**config.mk**
```make
export PLATFORM = sky130hd
export DESIGN_NAME = mtf_formatter
export DESIGN_NICKNAME = d
export VERILOG_FILES = /design/src/common/mtf_pkg.sv /design/src/rtl/mtf_fifo.sv /design/src/rtl/mtf_formatter.sv
export SDC_FILE = /design/constraint.sdc
export NUM_CORES = 1
export LEC_CHECK = 0
export ABC_CLOCK_PERIOD_IN_PS = 8400
export BUFFER_PORTS_ARGS = -buffer_cell sky130_fd_sc_hd__buf_2
export CAP_MARGIN = 10
export CORE_MARGIN = 4
export CORE_UTILIZATION = 40
export DETAILED_ROUTE_END_ITERATION = 8
export PLACE_DENSITY_LB_ADDON = 0.12
export SYNTH_ARGS = -nofsm -noshare
export SYNTH_HDL_FRONTEND = slang
export SYNTH_SLANG_ARGS = --single-unit
```
**constraint.sdc**
```tcl
create_clock -name i_ref_clk -period 8.4 [get_ports i_ref_clk]
set_clock_uncertainty 0.15 [all_clocks]
set_input_delay 0.42 -clock i_ref_clk [delete_from_list [all_inputs] [get_ports i_ref_clk]]
set_output_delay 0.42 -clock i_ref_clk [all_outputs]
set_load 0.005 [all_outputs]
```
**src/common/mtf_pkg.sv**
```systemverilog
package mtf_pkg;
    // address mark and fill bytes
    localparam logic [7:0] MARK_BYTE = 8'hA1;
    localparam logic [7:0] ID_MARK_BYTE = 8'hFE;
    localparam logic [7:0] DATA_MARK_BYTE = 8'hF8;
    localparam logic [7:0] GAP_FILL = 8'h4E;
    localparam logic [7:0] SYNC_FILL = 8'h00;
    // check generator x^16 + x^12 + x^9 + 1, preset all ones
    localparam logic [15:0] CRC_POLY = 16'h1201;
    localparam logic [15:0] CRC_PRESET = 16'hFFFF;
    // default field lengths in bytes
    localparam int GAP1_LEN = 16;
    localparam int GAP1_MIN = 12;
    localparam int GAP2_LEN = 16;
    localparam int GAP3_LEN = 32;
    localparam int SYNC_LEN = 12;
    localparam int SECTOR_LEN = 512;
    localparam int SECTOR_CNT = 17;
    // bit cell timing: 5 Mbit/s data, 10 MHz half-cells
    localparam int CLK_HZ = 40000000;
    localparam int CELL_HZ = 10000000;
    localparam int CELL_CYC = CLK_HZ / CELL_HZ;
    // sector id carried to the formatter
    typedef struct packed {
        logic [7:0] cyl_hi;
        logic [7:0] cyl_lo;
        logic [7:0] head;
        logic [7:0] sector;
    } mtf_id_type;
    // sequence positions
    typedef enum logic [3:0] {
        ST_IDLE, ST_WAIT_IDX, ST_GAP1, ST_SYNC, ST_MARK, ST_KIND,
        ST_BODY, ST_CRC, ST_GAP2, ST_GAP3, ST_GAP4
    } mtf_state_type;
endpackage : mtf_pkg

```
**src/rtl/mtf_fifo.sv**
```systemverilog
`timescale 1ns/1ps
`default_nettype none
module mtf_fifo #(
    parameter int WIDTH = 8,
    parameter int DEPTH = 8
) (
    // clock and reset
    input wire logic i_ref_clk,
    input wire logic i_resetn,
    // fill side
    input wire logic i_valid,
    input wire logic [WIDTH-1:0] i_data,
    output logic o_ready,
    // drain side
    output logic o_valid,
    output logic [WIDTH-1:0] o_data,
    input wire logic i_ready
);
    localparam int AW = $clog2(DEPTH);
    logic [WIDTH-1:0] mem [DEPTH];  // storage
    logic [AW:0] wr_ptr;  // write pointer with wrap bit
    logic [AW:0] rd_ptr;  // read pointer with wrap bit
    logic push;
    logic pop;
    assign o_ready = (wr_ptr - rd_ptr) != (AW+1)'(DEPTH);
    assign o_valid = wr_ptr != rd_ptr;
    assign push = i_valid && o_ready;
    assign pop = o_valid && i_ready;
    assign o_data = mem[rd_ptr[AW-1:0]];
    // storage write, no reset needed
    always_ff @(posedge i_ref_clk) begin
        if (push) begin
            mem[wr_ptr[AW-1:0]] <= i_data;
        end
    end
    // pointers
    always_ff @(posedge i_ref_clk or negedge i_resetn) begin
        if (!i_resetn) begin
            wr_ptr <= '0;
            rd_ptr <= '0;
        end else begin
            if (push) wr_ptr <= wr_ptr + 1'b1;
            if (pop) rd_ptr <= rd_ptr + 1'b1;
        end
    end
endmodule : mtf_fifo
`default_nettype wire

```
**src/rtl/mtf_formatter.sv**
```systemverilog
`timescale 1ns/1ps
`default_nettype none
// How it works
// - each sector opens with cylinder/head/sector id
// - data field follows its id field
// - every bit leaves as mfm clock/data cells
// - both fields open with A1 mark byte
// - second mark byte says id or data
// - one clock bit dropped in A1 byte
// - fields end with x16+x12+x9+1 check
// - gap one defaults 16, never below 12
// - sync field sits between gap one, first id
// - gap two ends in sync before data mark
// - gap two long enough for pll lock
// - gap three after each data field
// - format runs index to next index
// - gap four fills until the index
module mtf_formatter import mtf_pkg::*; #(
    parameter int GAP1 = GAP1_LEN,
    parameter int GAP2 = GAP2_LEN,
    parameter int GAP3 = GAP3_LEN,
    parameter int SYNC = SYNC_LEN,
    parameter int BODY = SECTOR_LEN,
    parameter int SECTORS = SECTOR_CNT
) (
    // clock and reset
    input wire logic i_ref_clk,
    input wire logic i_resetn,
    // command
    input wire logic i_start,
    input wire mtf_id_type i_id,
    output logic o_busy,
    output logic o_done,
    // payload stream
    input wire logic i_pay_valid,
    input wire logic [7:0] i_pay_data,
    output logic o_pay_ready,
    // drive pins
    input wire logic i_index,
    output logic o_write_gate,
    output logic o_write_data
);
    localparam int CW = 16;
    localparam logic [1:0] CELL_LAST = 2'(CELL_CYC - 1);
    localparam int GAP1_USE = (GAP1 < GAP1_MIN) ? GAP1_MIN : GAP1;

    mtf_state_type state;  // sequence position
    logic [CW-1:0] cnt;  // bytes left in current field
    logic is_data;  // field is data rather than id
    logic [7:0] sec_no;  // sector being written
    logic [15:0] crc;  // running check
    logic [7:0] cur;  // byte being sent
    logic cur_mark;  // current byte is the special mark
    logic [15:0] shreg;  // clock/data cells of current byte
    logic [3:0] bit_left;  // cells left in shift register
    logic [1:0] cell_div;  // half-cell divider
    logic cell_en;  // one pulse per half-cell
    logic last_bit;  // previous data bit for clock rule
    logic byte_take;  // next byte loaded this cell
    logic idx_s1, idx_s2, idx_d;  // index synchroniser
    logic idx_rise;
    logic [7:0] next_byte;
    logic next_mark;
    logic [7:0] fifo_data;
    logic fifo_valid;
    logic fifo_take;

    // payload buffer decouples source from bit timing
    mtf_fifo #(.WIDTH(8), .DEPTH(8)) u_fifo (
        .i_ref_clk(i_ref_clk), .i_resetn(i_resetn),
        .i_valid(i_pay_valid), .i_data(i_pay_data), .o_ready(o_pay_ready),
        .o_valid(fifo_valid), .o_data(fifo_data), .i_ready(fifo_take)
    );

    // index pin synchroniser; the edge is taken from the second and third stages
    always_ff @(posedge i_ref_clk or negedge i_resetn) begin
        if (!i_resetn) begin
            idx_s1 <= 1'b0;
            idx_s2 <= 1'b0;
            idx_d <= 1'b0;
        end else begin
            idx_s1 <= i_index;
            idx_s2 <= idx_s1;
            idx_d <= idx_s2;
        end
    end
    assign idx_rise = idx_s2 && !idx_d;

    // half-cell enable from the reference clock; parked on its last count
    // while the gate is low, so the first cell starts right with the gate
    always_ff @(posedge i_ref_clk or negedge i_resetn) begin
        if (!i_resetn) cell_div <= '0;
        else if (!o_write_gate) cell_div <= CELL_LAST;
        else cell_div <= (cell_div == CELL_LAST) ? 2'h0 : cell_div + 2'h1;
    end
    assign cell_en = cell_div == CELL_LAST;
    assign byte_take = cell_en && bit_left == 4'h0 && o_write_gate;

    // byte source for the current field
    always_comb begin
        next_mark = 1'b0;
        unique case (state)
            ST_GAP1, ST_GAP2, ST_GAP3, ST_GAP4: next_byte = GAP_FILL;
            ST_SYNC: next_byte = SYNC_FILL;
            ST_MARK: begin
                next_byte = MARK_BYTE;
                next_mark = 1'b1;
            end
            ST_KIND:
                next_byte = is_data ? DATA_MARK_BYTE : ID_MARK_BYTE;
            ST_BODY: begin
                if (is_data) next_byte = fifo_data;
                else begin
                    // counter runs 4 down to 1, cylinder goes out first
                    unique case (cnt[1:0])
                        2'h0: next_byte = i_id.cyl_hi;
                        2'h3: next_byte = i_id.cyl_lo;
                        2'h2: next_byte = i_id.head;
                        2'h1: next_byte = sec_no;
                    endcase
                end
            end
            // check register shifts after each byte: its head is next
            ST_CRC: next_byte = crc[15:8];
            default: next_byte = GAP_FILL;
        endcase
    end
    // a data byte is consumed only when it is actually sent; an empty
    // buffer would corrupt the field, so the source must keep it fed
    assign fifo_take = byte_take && state == ST_BODY && is_data;

    // field sequencer
    always_ff @(posedge i_ref_clk or negedge i_resetn) begin
        if (!i_resetn) begin
            state <= ST_IDLE;
            cnt <= '0;
            is_data <= 1'b0;
            sec_no <= 8'h00;
            o_done <= 1'b0;
        end else begin
            o_done <= 1'b0;
            if (state == ST_IDLE) begin
                if (i_start) state <= ST_WAIT_IDX;
            end else if (state == ST_WAIT_IDX) begin
                if (idx_rise) begin
                    state <= ST_GAP1;
                    cnt <= CW'(GAP1_USE);
                    sec_no <= 8'h00;
                    is_data <= 1'b0;
                end
            end else if (idx_rise) begin
                state <= ST_IDLE;
                o_done <= 1'b1;
            end else if (byte_take) begin
                if (cnt > CW'(1)) cnt <= cnt - CW'(1);
                else begin
                    unique case (state)
                        ST_GAP1, ST_GAP2: begin
                            state <= ST_SYNC;
                            cnt <= CW'(SYNC);
                        end
                        ST_GAP3: begin
                            is_data <= 1'b0;
                            if (sec_no == 8'(SECTORS)) begin
                                state <= ST_GAP4;
                            end else begin
                                state <= ST_SYNC;
                                cnt <= CW'(SYNC);
                            end
                        end
                        ST_SYNC: state <= ST_MARK;
                        ST_MARK: state <= ST_KIND;
                        ST_KIND: begin
                            state <= ST_BODY;
                            cnt <= is_data ? CW'(BODY) : CW'(4);
                        end
                        ST_BODY: begin
                            state <= ST_CRC;
                            cnt <= CW'(2);
                        end
                        ST_CRC: begin
                            if (is_data) begin
                                state <= ST_GAP3;
                                cnt <= CW'(GAP3);
                                sec_no <= sec_no + 8'h01;
                            end else begin
                                state <= ST_GAP2;
                                cnt <= CW'(GAP2);
                                is_data <= 1'b1;
                            end
                        end
                        default: cnt <= CW'(1);  // gap four runs on
                    endcase
                end
            end
        end
    end

    // check accumulates from the mark through the body
    always_ff @(posedge i_ref_clk or negedge i_resetn) begin
        if (!i_resetn) crc <= CRC_PRESET;
        else if (byte_take) begin
            if (state == ST_SYNC) crc <= CRC_PRESET;
            else if (state == ST_MARK || state == ST_KIND || state == ST_BODY)
                crc <= crc_byte(crc, next_byte);
            else if (state == ST_CRC) crc <= {crc[7:0], 8'h00};
        end
    end

    function automatic logic [15:0] crc_byte(input logic [15:0] c,
                                             input logic [7:0] d);
        logic [15:0] r;
        r = c;
        for (int i = 7; i >= 0; i--) begin
            r = (r[15] ^ d[i]) ? ((r << 1) ^ CRC_POLY) : (r << 1);
        end
        return r;
    endfunction : crc_byte

    // mfm encoder: clock cell is 1 only between two zero data bits
    always_ff @(posedge i_ref_clk or negedge i_resetn) begin
        if (!i_resetn) begin
            shreg <= '0;
            bit_left <= '0;
            last_bit <= 1'b0;
            cur <= 8'h00;
            cur_mark <= 1'b0;
        end else if (!o_write_gate) begin
            // cleared so no stale cell leaks out when the gate rises
            shreg <= '0;
            bit_left <= '0;
            last_bit <= 1'b0;
        end else if (cell_en) begin
            if (bit_left == 4'h0) begin
                cur <= next_byte;
                cur_mark <= next_mark;
                shreg <= mfm_cells(next_byte, last_bit, next_mark);
                last_bit <= next_byte[0];
                bit_left <= 4'hF;
            end else begin
                shreg <= {shreg[14:0], 1'b0};
                bit_left <= bit_left - 4'h1;
            end
        end
    end

    function automatic logic [15:0] mfm_cells(input logic [7:0] d,
                                              input logic prev,
                                              input logic mark);
        logic [15:0] r;
        logic p;
        r = '0;
        p = prev;
        for (int i = 7; i >= 0; i--) begin
            r[2*i+1] = !p && !d[i];
            r[2*i] = d[i];
            p = d[i];
        end
        // the clock between data bits 4 and 5 (msb first) is dropped
        if (mark) r[5] = 1'b0;
        return r;
    endfunction : mfm_cells

    // write gate is high from the first index until the next
    always_ff @(posedge i_ref_clk or negedge i_resetn) begin
        if (!i_resetn) o_write_gate <= 1'b0;
        else o_write_gate <= state != ST_IDLE && state != ST_WAIT_IDX
                             && !(idx_rise);
    end

    // serial output is registered from the shift register head, forced low while the gate is low
    always_ff @(posedge i_ref_clk or negedge i_resetn) begin
        if (!i_resetn) o_write_data <= 1'b0;
        else o_write_data <= o_write_gate && shreg[15];
    end

    assign o_busy = state != ST_IDLE;

    // checks
    property p_mark_drop;
        @(posedge i_ref_clk) disable iff (!i_resetn)
        (cell_en && bit_left == 4'h0 && o_write_gate && next_mark)
            |=> shreg == 16'h4489;
    endproperty
    a_mark_drop: assert property (p_mark_drop) else $error("bad mark");
    property p_gate_idle;
        @(posedge i_ref_clk) disable iff (!i_resetn)
        (state == ST_IDLE) |=> !o_write_gate;
    endproperty
    a_gate_idle: assert property (p_gate_idle) else $error("gate on");
    property p_gap1;
        @(posedge i_ref_clk) disable iff (!i_resetn)
        (state == ST_WAIT_IDX && idx_rise) |=> cnt >= CW'(GAP1_MIN);
    endproperty
    a_gap1: assert property (p_gap1) else $error("gap one short");
    property p_after_id;
        @(posedge i_ref_clk) disable iff (!i_resetn)
        (state == ST_CRC && !is_data && $past(state) == ST_CRC)
            ##0 (byte_take && cnt == CW'(1)) |=> state == ST_GAP2;
    endproperty
    a_after_id: assert property (p_after_id) else $error("no gap2");
    property p_kind;
        @(posedge i_ref_clk) disable iff (!i_resetn)
        (byte_take && state == ST_KIND) |=> cur == (is_data ? DATA_MARK_BYTE
                                                           : ID_MARK_BYTE);
    endproperty
    a_kind: assert property (p_kind) else $error("bad kind");
    property p_cells;
        @(posedge i_ref_clk) disable iff (!i_resetn)
        (bit_left == 4'hF && o_write_gate)
            |-> shreg[14] == cur[7] && (shreg == 16'h4489) == cur_mark;
    endproperty
    a_cells: assert property (p_cells) else $error("bad cells");
    property p_preset;
        @(posedge i_ref_clk) disable iff (!i_resetn)
        (state == ST_SYNC && byte_take) |=> crc == CRC_PRESET;
    endproperty
    a_preset: assert property (p_preset) else $error("no preset");
    property p_done_idx;
        @(posedge i_ref_clk) disable iff (!i_resetn)
        o_done |-> $past(idx_rise) && state == ST_IDLE;
    endproperty
    a_done_idx: assert property (p_done_idx) else $error("bad end");
    property p_gap3;
        @(posedge i_ref_clk) disable iff (!i_resetn)
        (state == ST_CRC && is_data && byte_take && cnt == CW'(1))
            |=> state == ST_GAP3 || o_done;
    endproperty
    a_gap3: assert property (p_gap3) else $error("no gap3");
    c_start: cover property (@(posedge i_ref_clk)
        idx_rise && state == ST_WAIT_IDX);
    c_data: cover property (@(posedge i_ref_clk) state == ST_BODY && is_data);
    c_gap4: cover property (@(posedge i_ref_clk) state == ST_GAP4);
    c_done: cover property (@(posedge i_ref_clk) o_done);
endmodule : mtf_formatter
`default_nettype wire

```
; Word-level counts from Yosys, hierarchy flattened
; Memory sizes are Yosys's and may differ from the RTL's.
; Index checks and enable logic that the tools add are counted.
[word_totals]
inputBits = 45
latchBits = 0
rom_bits = 0
reg_bits = 82
mem_count = 1
ramBits = 64
[mem_list]
columns = memory, words, word_bits, read_ports, rd_clocked_by_memory_dff, wr, line
row1 = u_fifo.mem, 8, 8, 1, 0, 1, mtf_fifo.sv:20  ; logic [WIDTH-1:0] mem [DEPTH];
[op_classes]
bitwise = 17
reduce_logical = 50
n_eq_ne = 27
n_mux = 65
multipliers = 0
n_addsub = 7
n_div = 0
shifts = 0
order_cmp = 1
[op_table]
columns = op, count
row1 = $mux W16, 12
row2 = $mux W13, 8
row3 = $pmux W16 S6, 1
row4 = $mux W8, 8
row5 = $mux W4, 11
row6 = $pmux W8 S5, 1
row7 = $pmux W8 S4, 1
row8 = $pmux W4 S7, 1
row9 = $not A3 Y3, 8
row10 = $logic_and A1 B1 Y1, 18
row11 = $eq A4 B3 Y1 const B, 4
row12 = $gt A16 B1 Y1 const B, 1
row13 = $mux W1, 16
row14 = $sub A16 B1 Y16 const B, 1
row15 = $reduce_and A6 Y1, 2
row16 = $logic_not A1 Y1, 11
row17 = $mux W10, 1
row18 = $reduce_bool A3 Y1, 3
row19 = $reduce_bool A9 Y1, 1
row20 = $add A4 B1 Y4 const B, 2
row21 = $add A8 B1 Y8 const B, 1
row22 = $eq A4 B2 Y1 const B, 2
row23 = $eq A4 B4 Y1 const B, 2
row24 = $eq A8 B5 Y1 const B, 1
row25 = 28 further kinds, 50

; Longest topological paths before layout
; Gate-level depths: netlist of the first run.
[depth]
ltp_word = 22
ltp_mapped = 13
depth_no_buf = 11

; Cells and area by module
; From an unflattened synthesis of the first run, not the netlist that was laid out.
[hier_totals]
hier_cells = 707
area_unflattened_um2 = 7596.0
[by_module_without_submodules]
columns = module, n_inst, area_per_inst_um2, cells_per_inst, seq_area_each_um2
row1 = mtf_formatter, 1, 4629.4, 543, 1871.8
row2 = mtf_fifo, 1, 2966.6, 164, 2122.0

; Worst setup path before layout of the first run
; OpenSTA, ideal clock, no wires.
[synth_timing]
path_kind = reg2reg
startpoint = register state[1]
endpoint = register cnt[11]
setup_slack_ns = 5.313
setup_time_ns = 0.096
path_stages_with_launch = 13
required_time_ns = 8.154
arrival_ns = 2.841
period_less_slack_ns = 3.087
path_cell_list = dfrtp_1 -> clkbuf_1 -> clkbuf_1 -> nor2_1 -> nand2_1 -> clkinv_1 -> ha_1 -> a2111oi_0 -> nand2_1 -> clkbuf_1 -> nor2_1 -> nand3_1 -> o31ai_1
[synth_between]
elab_chain_len = 7
elab_cells_between_ends = 23
cone_classes = eq/ne (13) / mux (5) / bitwise (1) / reduce/logical (4)
[synth_lines]
columns = element, line
row1 = start: declaration, mtf_formatter.sv:47  ; mtf_state_type state;
row2 = start signal: assignment, mtf_formatter.sv:135  ; state <= ST_IDLE;
row3 = start signal: assignment, mtf_formatter.sv:143  ; if (i_start) state <= ST_WAIT_IDX;
row4 = start signal: assignment, mtf_formatter.sv:146  ; state <= ST_GAP1;
row5 = "$eq A4 B2 Y1, or another cell as far along", mtf_formatter.sv:157  ; unique case (state)
row6 = $reduce_or A2 Y1 (on tied branches), n/a
row7 = $pmux W16 S6, mtf_formatter.sv:157
row8 = $mux W16, mtf_formatter.sv:155  ; if (cnt > CW'(1)) cnt <= cnt - CW'(1);
row9 = $mux W16, mtf_formatter.sv:154  ; end else if (byte_take) begin
row10 = $mux W16, mtf_formatter.sv:151  ; end else if (idx_rise) begin
row11 = $mux W16, mtf_formatter.sv:144  ; end else if (state == ST_WAIT_IDX) begin
row12 = end signal: assignment, mtf_formatter.sv:147  ; cnt <= CW'(GAP1_USE);
row13 = end signal: assignment, mtf_formatter.sv:155
row14 = end signal: assignment, mtf_formatter.sv:160  ; cnt <= CW'(SYNC);
row15 = end: declaration, mtf_formatter.sv:48  ; logic [CW-1:0] cnt;
; Several ways; a longest one is shown, not always the timed one. The select of a mux whose other input is x is not followed.
; A chain may end at the register's enable or synchronous reset.

; Worst setup path after layout of the first run
[layout_timing]
startpoint = register state[0]
endpoint = register cnt[11]
; Same word-level chain as after synthesis.

==> results.json, run 1 <==
{
  "root_buffer": "clkbuf_16",
  "slew_viol_final": 0,
  "synth_cells": 713,
  "p_sw_frac": 0.4214,
  "hpwl_um": 12360,
  "routed_via_density": 5.656,
  "p_per_area_nw_per_um2": 392.0,
  "cts_setup_buffers": 0,
  "syn_nets": 773,
  "yosys-top-cells-area": "edfxtp_1, dfrtp_1, dfstp_2, o21ai_0, nand2_1",
  "path_clk_slew_ns": 0.07,
  "ys_ff_latch": 146,
  "cp_num_buf_inv": 1,
  "drt_first_pass_iters": 5,
  "pre_cts_slack_ns": 4.075,
  "critPathMaxStageDelay_ns": 0.87,
  "die_x_um": 146.1,
  "nets": 805,
  "core_area_um2": 18710,
  "relSlewSlack": 0.3128,
  "p_leak_uw": 0.003390,
  "clock_sinks": 146,
  "grt_max_degree": 60,
  "ios": 50,
  "setup_viol": 0,
  "rsz0062_at_grt": "no",
  "start_util": 0.4078,
  "fill_cells": 1726,
  "die_area_um2": 21350,
  "first_global_vias": 5554,
  "status": "complete, no violations",
  "fin_setup_tns_ns": 0,
  "dp_cells": 958,
  "hold_buffers": 2,
  "dr.first_iter.drc_count": 309,
  "synth.top_cells.by_count": "nand2_1, o21ai_0, dfrtp_1",
  "wirelength_um": 18080,
  "cp_cell_sequence": "clkinv_1 -> nor2_1 -> nand2_1 -> ha_1 -> a2111oi_0 -> nand2_1 -> nor2_1 -> nand3_1 -> o31ai_1",
  "maxCapViolations": 0,
  "route.detailed.drc": 0,
  "criticalPathCategory": "flip-flop to flip-flop",
  "cts_made_buffers": 17,
  "synth.cell_area_um2": 7629,
  "rows": 50,
  "crit_required_ns": 8.59,
  "grt_antenna_before_repair": 0,
  "synthArstFlopShare": 0.5616,
  "drive_gt1_frac": 0.1544,
  "final_core_util": 0.4630,
  "wire_per_inst_um": 18.23,
  "finalNonFillerCells": 992,
  "clockPowerShare": 0.223,
  "power_uw": 3395,
  "vias": 5611,
  "clock_latency_ns": 0.43,
  "end_kind": "flip-flop",
  "yosys.area.top_type": "edfxtp_1",
  "max_freq_mhz": 229.6,
  "worstMarginPinSlew_ns": 1.027,
  "gp_congestion": 0.8501,
  "htree_levels": 4,
  "grt_pass1_wl_um": 29290,
  "yosys_warnings": 0,
  "finalCriticalPeriod_ns": 4.356,
  "crit_family": "simple AND/OR/NAND/NOR gates",
  "min_path_type": "input pin to flip-flop",
  "n_antenna_cell": 0,
  "ant_nets": 0,
  "cts_resized": 0,
  "synth_top_area_frac": 0.2519,
  "cts_buffer_depth": 2,
  "fin_crit_sh": 0.5186,
  "cts_tree": "yes",
  "setup_slack_ns": 4.044,
  "die_y_um": 146.1,
  "syn_area_per_cell_um2": 10.70,
  "slowest_stage": "dfrtp_1",
  "yosysSeqAreaShare": 0.5235,
  "grt_usage": 0.1718,
  "synthMostInstantiatedCell": "nand2_1",
  "grt-ovfl-total": 0,
  "worst_ir_drop_vdd_mv": 0.1765,
  "p_sw_uw": 1431,
  "start_kind": "flip-flop",
  "syn_to_final_growth_pct": 13.53,
  "combPwrFrac": 0.425,
  "finalHoldViolCount": 0,
  "synthFlopType": "dfrtp_1",
  "synth_edf_count": 64,
  "path_max_fanout": 25,
  "power_frac_seq": 0.351,
  "worstPathArrival_ns": 4.55,
  "yosysUniqueCellTypes": 67,
  "internal-power_uw": 1965,
  "io_buffers": 41
}
[final timing paths]
check,startpoint,end,slack (ns),cells after the start
worst max-delay path,state[0],cnt[11],4.04,9
worst min-delay path,i_pay_data[6],u_fifo.mem[4][6],0.1,1
worst max register to register,state[0],cnt[11],4.04,9
worst min register to register,idx_s2,idx_d,0.24,0
max in group asynchronous,i_resetn,u_fifo.rd_ptr[1],6.74,3
min in group asynchronous,i_resetn,cnt[11],0.27,2
[stage by stage]
step / hold slack, ns / cell area (µm²)
global route: 0.08792 / 8661
floorplan: -0.02559 / 7629
finish: 0.09779 / 8661
detailed placement: 0.1931 / 8029
CTS: 0.08380 / 8661
global placement: 0.1858 / 8029
[power groups by stage]
stage	Clock, µW	Sequential [µW]	Combinational, µW
2_1_floorplan	0	1090	1170
6_report	758	1190	1440
4_1_cts	776	1190	1450
3_3_place_gp	0	1190	1410
3_5_place_dp	0	1210	1440
5_1_grt	808	1230	1620
[sequential cells by signal (all words and copies together), names as in the netlist]
signal / cells
cnt: 16
is_data: 1
o_done: 1
u_fifo.rd_ptr: 4
cell_div: 2
o_write_gate: 1
last_bit: 1
state: 4
crc: 16
shreg: 16
idx_s1: 1
u_fifo.mem: 64
o_write_data: 1
u_fifo.wr_ptr: 4
sec_no: 8
bit_left: 4
idx_d: 1
idx_s2: 1
[routing by layer]
metal | track usage | routed length, µm | vias to the layer above
met5 | 0 | 0 | -
met4 | 0.05315 | 200 | 0
met3 | 0.03724 | 605 | 14
met2 | 0.2943 | 9247 | 104
met1 | 0.2189 | 8028 | 2777
li1 | - | - | 2716
[area by class of cell]
type,instances,area [µm²],area share
tap,234,292.8,0.03381
inverter,23,86.33,0.009968
clock buffer,17,425.4,0.04912
sequential,146,3994,0.4611
timing repair buffer,49,272.8,0.03149
clock inverter,15,186.4,0.02153
multi-input combinational,508,3403,0.3929
[placed cells by master (no fill, tap or decap), types with 18 or more instances in the layout]
cell type,n
dfrtp_1,66
o21ai_0,68
a21oi_1,31
nor2_1,64
inv_1,20
buf_2,40
edfxtp_1,64
mux2i_1,20
nand3_1,18
nand2b_1,19
nand2_1,77
[logic make-up (layout without fill, tap and decap cells)]
logic type | after synthesis | in the layout | share of synthesized area
adder cells (fa/ha/maj) | 15 | 15 | 0.02460
buffers and inverters | 59 | 104 | 0.03165
flip-flops | 146 | 146 | 0.5235
multiplexers | 40 | 40 | 0.08332
AO/OA/AOI/OAI | 189 | 189 | 0.1634
XOR/XNOR | 20 | 20 | 0.02296
AND/OR/NAND/NOR | 244 | 244 | 0.1506
(Power assumes the default switching activity.)
==> run 2: changes to the inputs <==
--- a/config.mk
+++ b/config.mk
@@ -5,7 +5,7 @@
 export SDC_FILE = /design/constraint.sdc
 export NUM_CORES = 1
 export LEC_CHECK = 0
-export ABC_CLOCK_PERIOD_IN_PS = 8400
+export ABC_CLOCK_PERIOD_IN_PS = 4050
 export BUFFER_PORTS_ARGS = -buffer_cell sky130_fd_sc_hd__buf_2
 export CAP_MARGIN = 10
 export CORE_MARGIN = 4
==> constraint.sdc (replaced) <==
create_clock -name i_ref_clk -period 4.05 [get_ports i_ref_clk]
set_clock_uncertainty 0.15 [all_clocks]
set_input_delay 0.2025 -clock i_ref_clk [delete_from_list [all_inputs] [get_ports i_ref_clk]]
set_output_delay 0.2025 -clock i_ref_clk [all_outputs]
set_load 0.005 [all_outputs]
==> run 2 against run 1 <==
  * Register-to-register slack lost 3.4 ns
  * Cell area increased by 3.2%
  * Die area unchanged
  * Clock power rose by 120%
  * Flip-flop and latch count unchanged
  * Largest cell class unchanged
  * Highest routed layer unchanged
==> results.json, run 2 (synthesis results as in run 1) <==
{
  "routed_via_density": 5.586,
  "path_clk_slew_ns": 0.07,
  "min_from": "i_start",
  "io_buffers": 41,
  "maxCapViolations": 0,
  "worstPathArrival_ns": 3.54,
  "fin_setup_tns_ns": 0,
  "grt_pass1_wl_um": 30080,
  "finalHoldViolCount": 0,
  "hpwl_um": 12860,
  "slowest_stage": "a2111oi_0",
  "rows": 50,
  "path_max_fanout": 11,
  "syn_to_final_growth_pct": 17.12,
  "layout_common_cells": "nand2_1, o21ai_0, dfrtp_1",
  "hold_path_end": "state[0]",
  "dr.first_iter.drc_count": 454,
  "slew_viol_final": 0,
  "status": "complete, no violations",
  "finalCriticalPeriod_ns": 3.385,
  "final_core_util": 0.4777,
  "relSlewSlack": 0.4736,
  "rsz0062_at_grt": "no",
  "die_y_um": 146.1,
  "end_kind": "flip-flop",
  "largest_reg_flops": 64,
  "drive_gt1_frac": 0.1747,
  "cp_cell_sequence": "clkinv_1 -> nor2_1 -> nand2_1 -> buf_4 -> ha_1 -> a2111oi_0 -> nand2_1 -> nor2_1 -> nand2_1 -> o41ai_1",
  "start_util": 0.4078,
  "reg2reg_from": "state[0]",
  "criticalPathCategory": "flip-flop to flip-flop",
  "nets": 837,
  "gp_congestion": 0.8520,
  "grt-ovfl-total": 0,
  "p_per_area_nw_per_um2": 809.9,
  "cts_tree": "yes",
  "grt_max_degree": 50,
  "cts_buffer_depth": 2,
  "htree_levels": 4,
  "worst_ir_drop_vdd_mv": 0.3894,
  "drt_first_pass_iters": 6,
  "critPathMaxStageDelay_ns": 0.55,
  "crit_top_cell": "nand2_1",
  "setup_viol": 0,
  "register_area_um2": 3994,
  "grt_usage": 0.1752,
  "hold_depth": 4,
  "grt_antenna_before_repair": 0,
  "die_x_um": 146.1,
  "min_path_type": "input pin to flip-flop",
  "crit_required_ns": 4.20,
  "n_antenna_cell": 0,
  "vias": 5720,
  "clock_sinks": 146,
  "max_freq_mhz": 295.5,
  "first_global_vias": 5632,
  "core_area_um2": 18710,
  "ant_nets": 0,
  "wire_per_inst_um": 17.98,
  "cts_made_buffers": 17,
  "crit_family": "simple AND/OR/NAND/NOR gates",
  "ios": 50,
  "reg2reg_slack_ns": 0.67,
  "final_common_cell": "nand2_1",
  "reg2reg_depth": 10,
  "p_leak_uw": 0.003554,
  "fin_crit_sh": 0.8357,
  "route.detailed.drc": 0,
  "fill_cells": 1723,
  "start_kind": "flip-flop",
  "worstMarginPinSlew_ns": 0.7862,
  "timing.rr.end": "cnt[8]",
  "multiInputGateArea_um2": 3393,
  "root_buffer": "clkbuf_16",
  "clock_latency_ns": 0.42,
  "die_area_um2": 21350,
  "cp_num_buf_inv": 2,
  "wirelength_um": 18420
}
-- run 2: cell count changes in the layout (fill, tap and decap cells not counted), sizes merged --
cell	previous run	this run
dlygate4sd3	2	11
clkinvlp	0	1
buf	47	70
bufinv	0	2
clkinv	12	6
inv	26	29
-- run 2: worst max-delay path by stage --
stage | from | end | cells past startpoint
after floorplan | state[1] | cnt[11] | 12
after global placement | u_fifo.rd_ptr[1] | crc[14] | 9
after detailed placement | u_fifo.rd_ptr[1] | crc[14] | 9
after CTS | state[0] | cnt[8] | 10
after global routing | state[2] | cnt[8] | 9
final | state[0] | cnt[8] | 10
-- run 2: tightest hold or removal path, cell delays in order --
cell and delay [ns]:
buf_2 0.10, nand2_1 0.04, o21ai_1 0.18, o21ai_0 0.19
-- run 2: power breakdown --
part / internal (µW) / switching [µW]
clock: 951 / 716
combinational: 1320 / 1900
sequential: 2020 / 337
total: 4290 / 2950
-- run 2: through the flow --
step	instances	hold WS, ns	instance area, µm²	total power, µW	setup WS, ns
floorplan	713	-0.2431	7629	4703	0.9631
finish	1024	0.1805	8935	7237	0.6654
CTS	1024	0.1492	8935	7294	0.6083
global route	1024	0.1861	8935	7787	0.2567
global placement	981	0.1181	8192	5509	0.7460
detailed placement	981	0.1259	8192	5596	0.7095
-- run 2: what timing repair did --
| item | in CTS | in global routing |
|---|---|---|
| hold buffers | 11 | 0 |
| setup endpoints to repair | 0 | 0 |
| hold endpoints to repair | 115 | 0 |
| gates resized for setup | 0 | 0 |
| setup buffers | 0 | 0 |
-- run 2: layout make-up --
type | count | share of cell area
sequential | 146 | 0.4470
clock buffer | 17 | 0.04761
clock inverter | 15 | 0.02325
multi-input combinational | 508 | 0.3798
inverter | 23 | 0.009663
timing repair buffer | 81 | 0.05994
tap | 234 | 0.03277
-- run 2: layer usage --
metal / share of wire / wire length (µm) / global-route usage
met4: 0.011 / 208 / 0.04563
met2: 0.51 / 9385 / 0.3036
met1: 0.45 / 8242 / 0.2279
met3: 0.031 / 579 / 0.03197
met5: 0 / 0 / 0
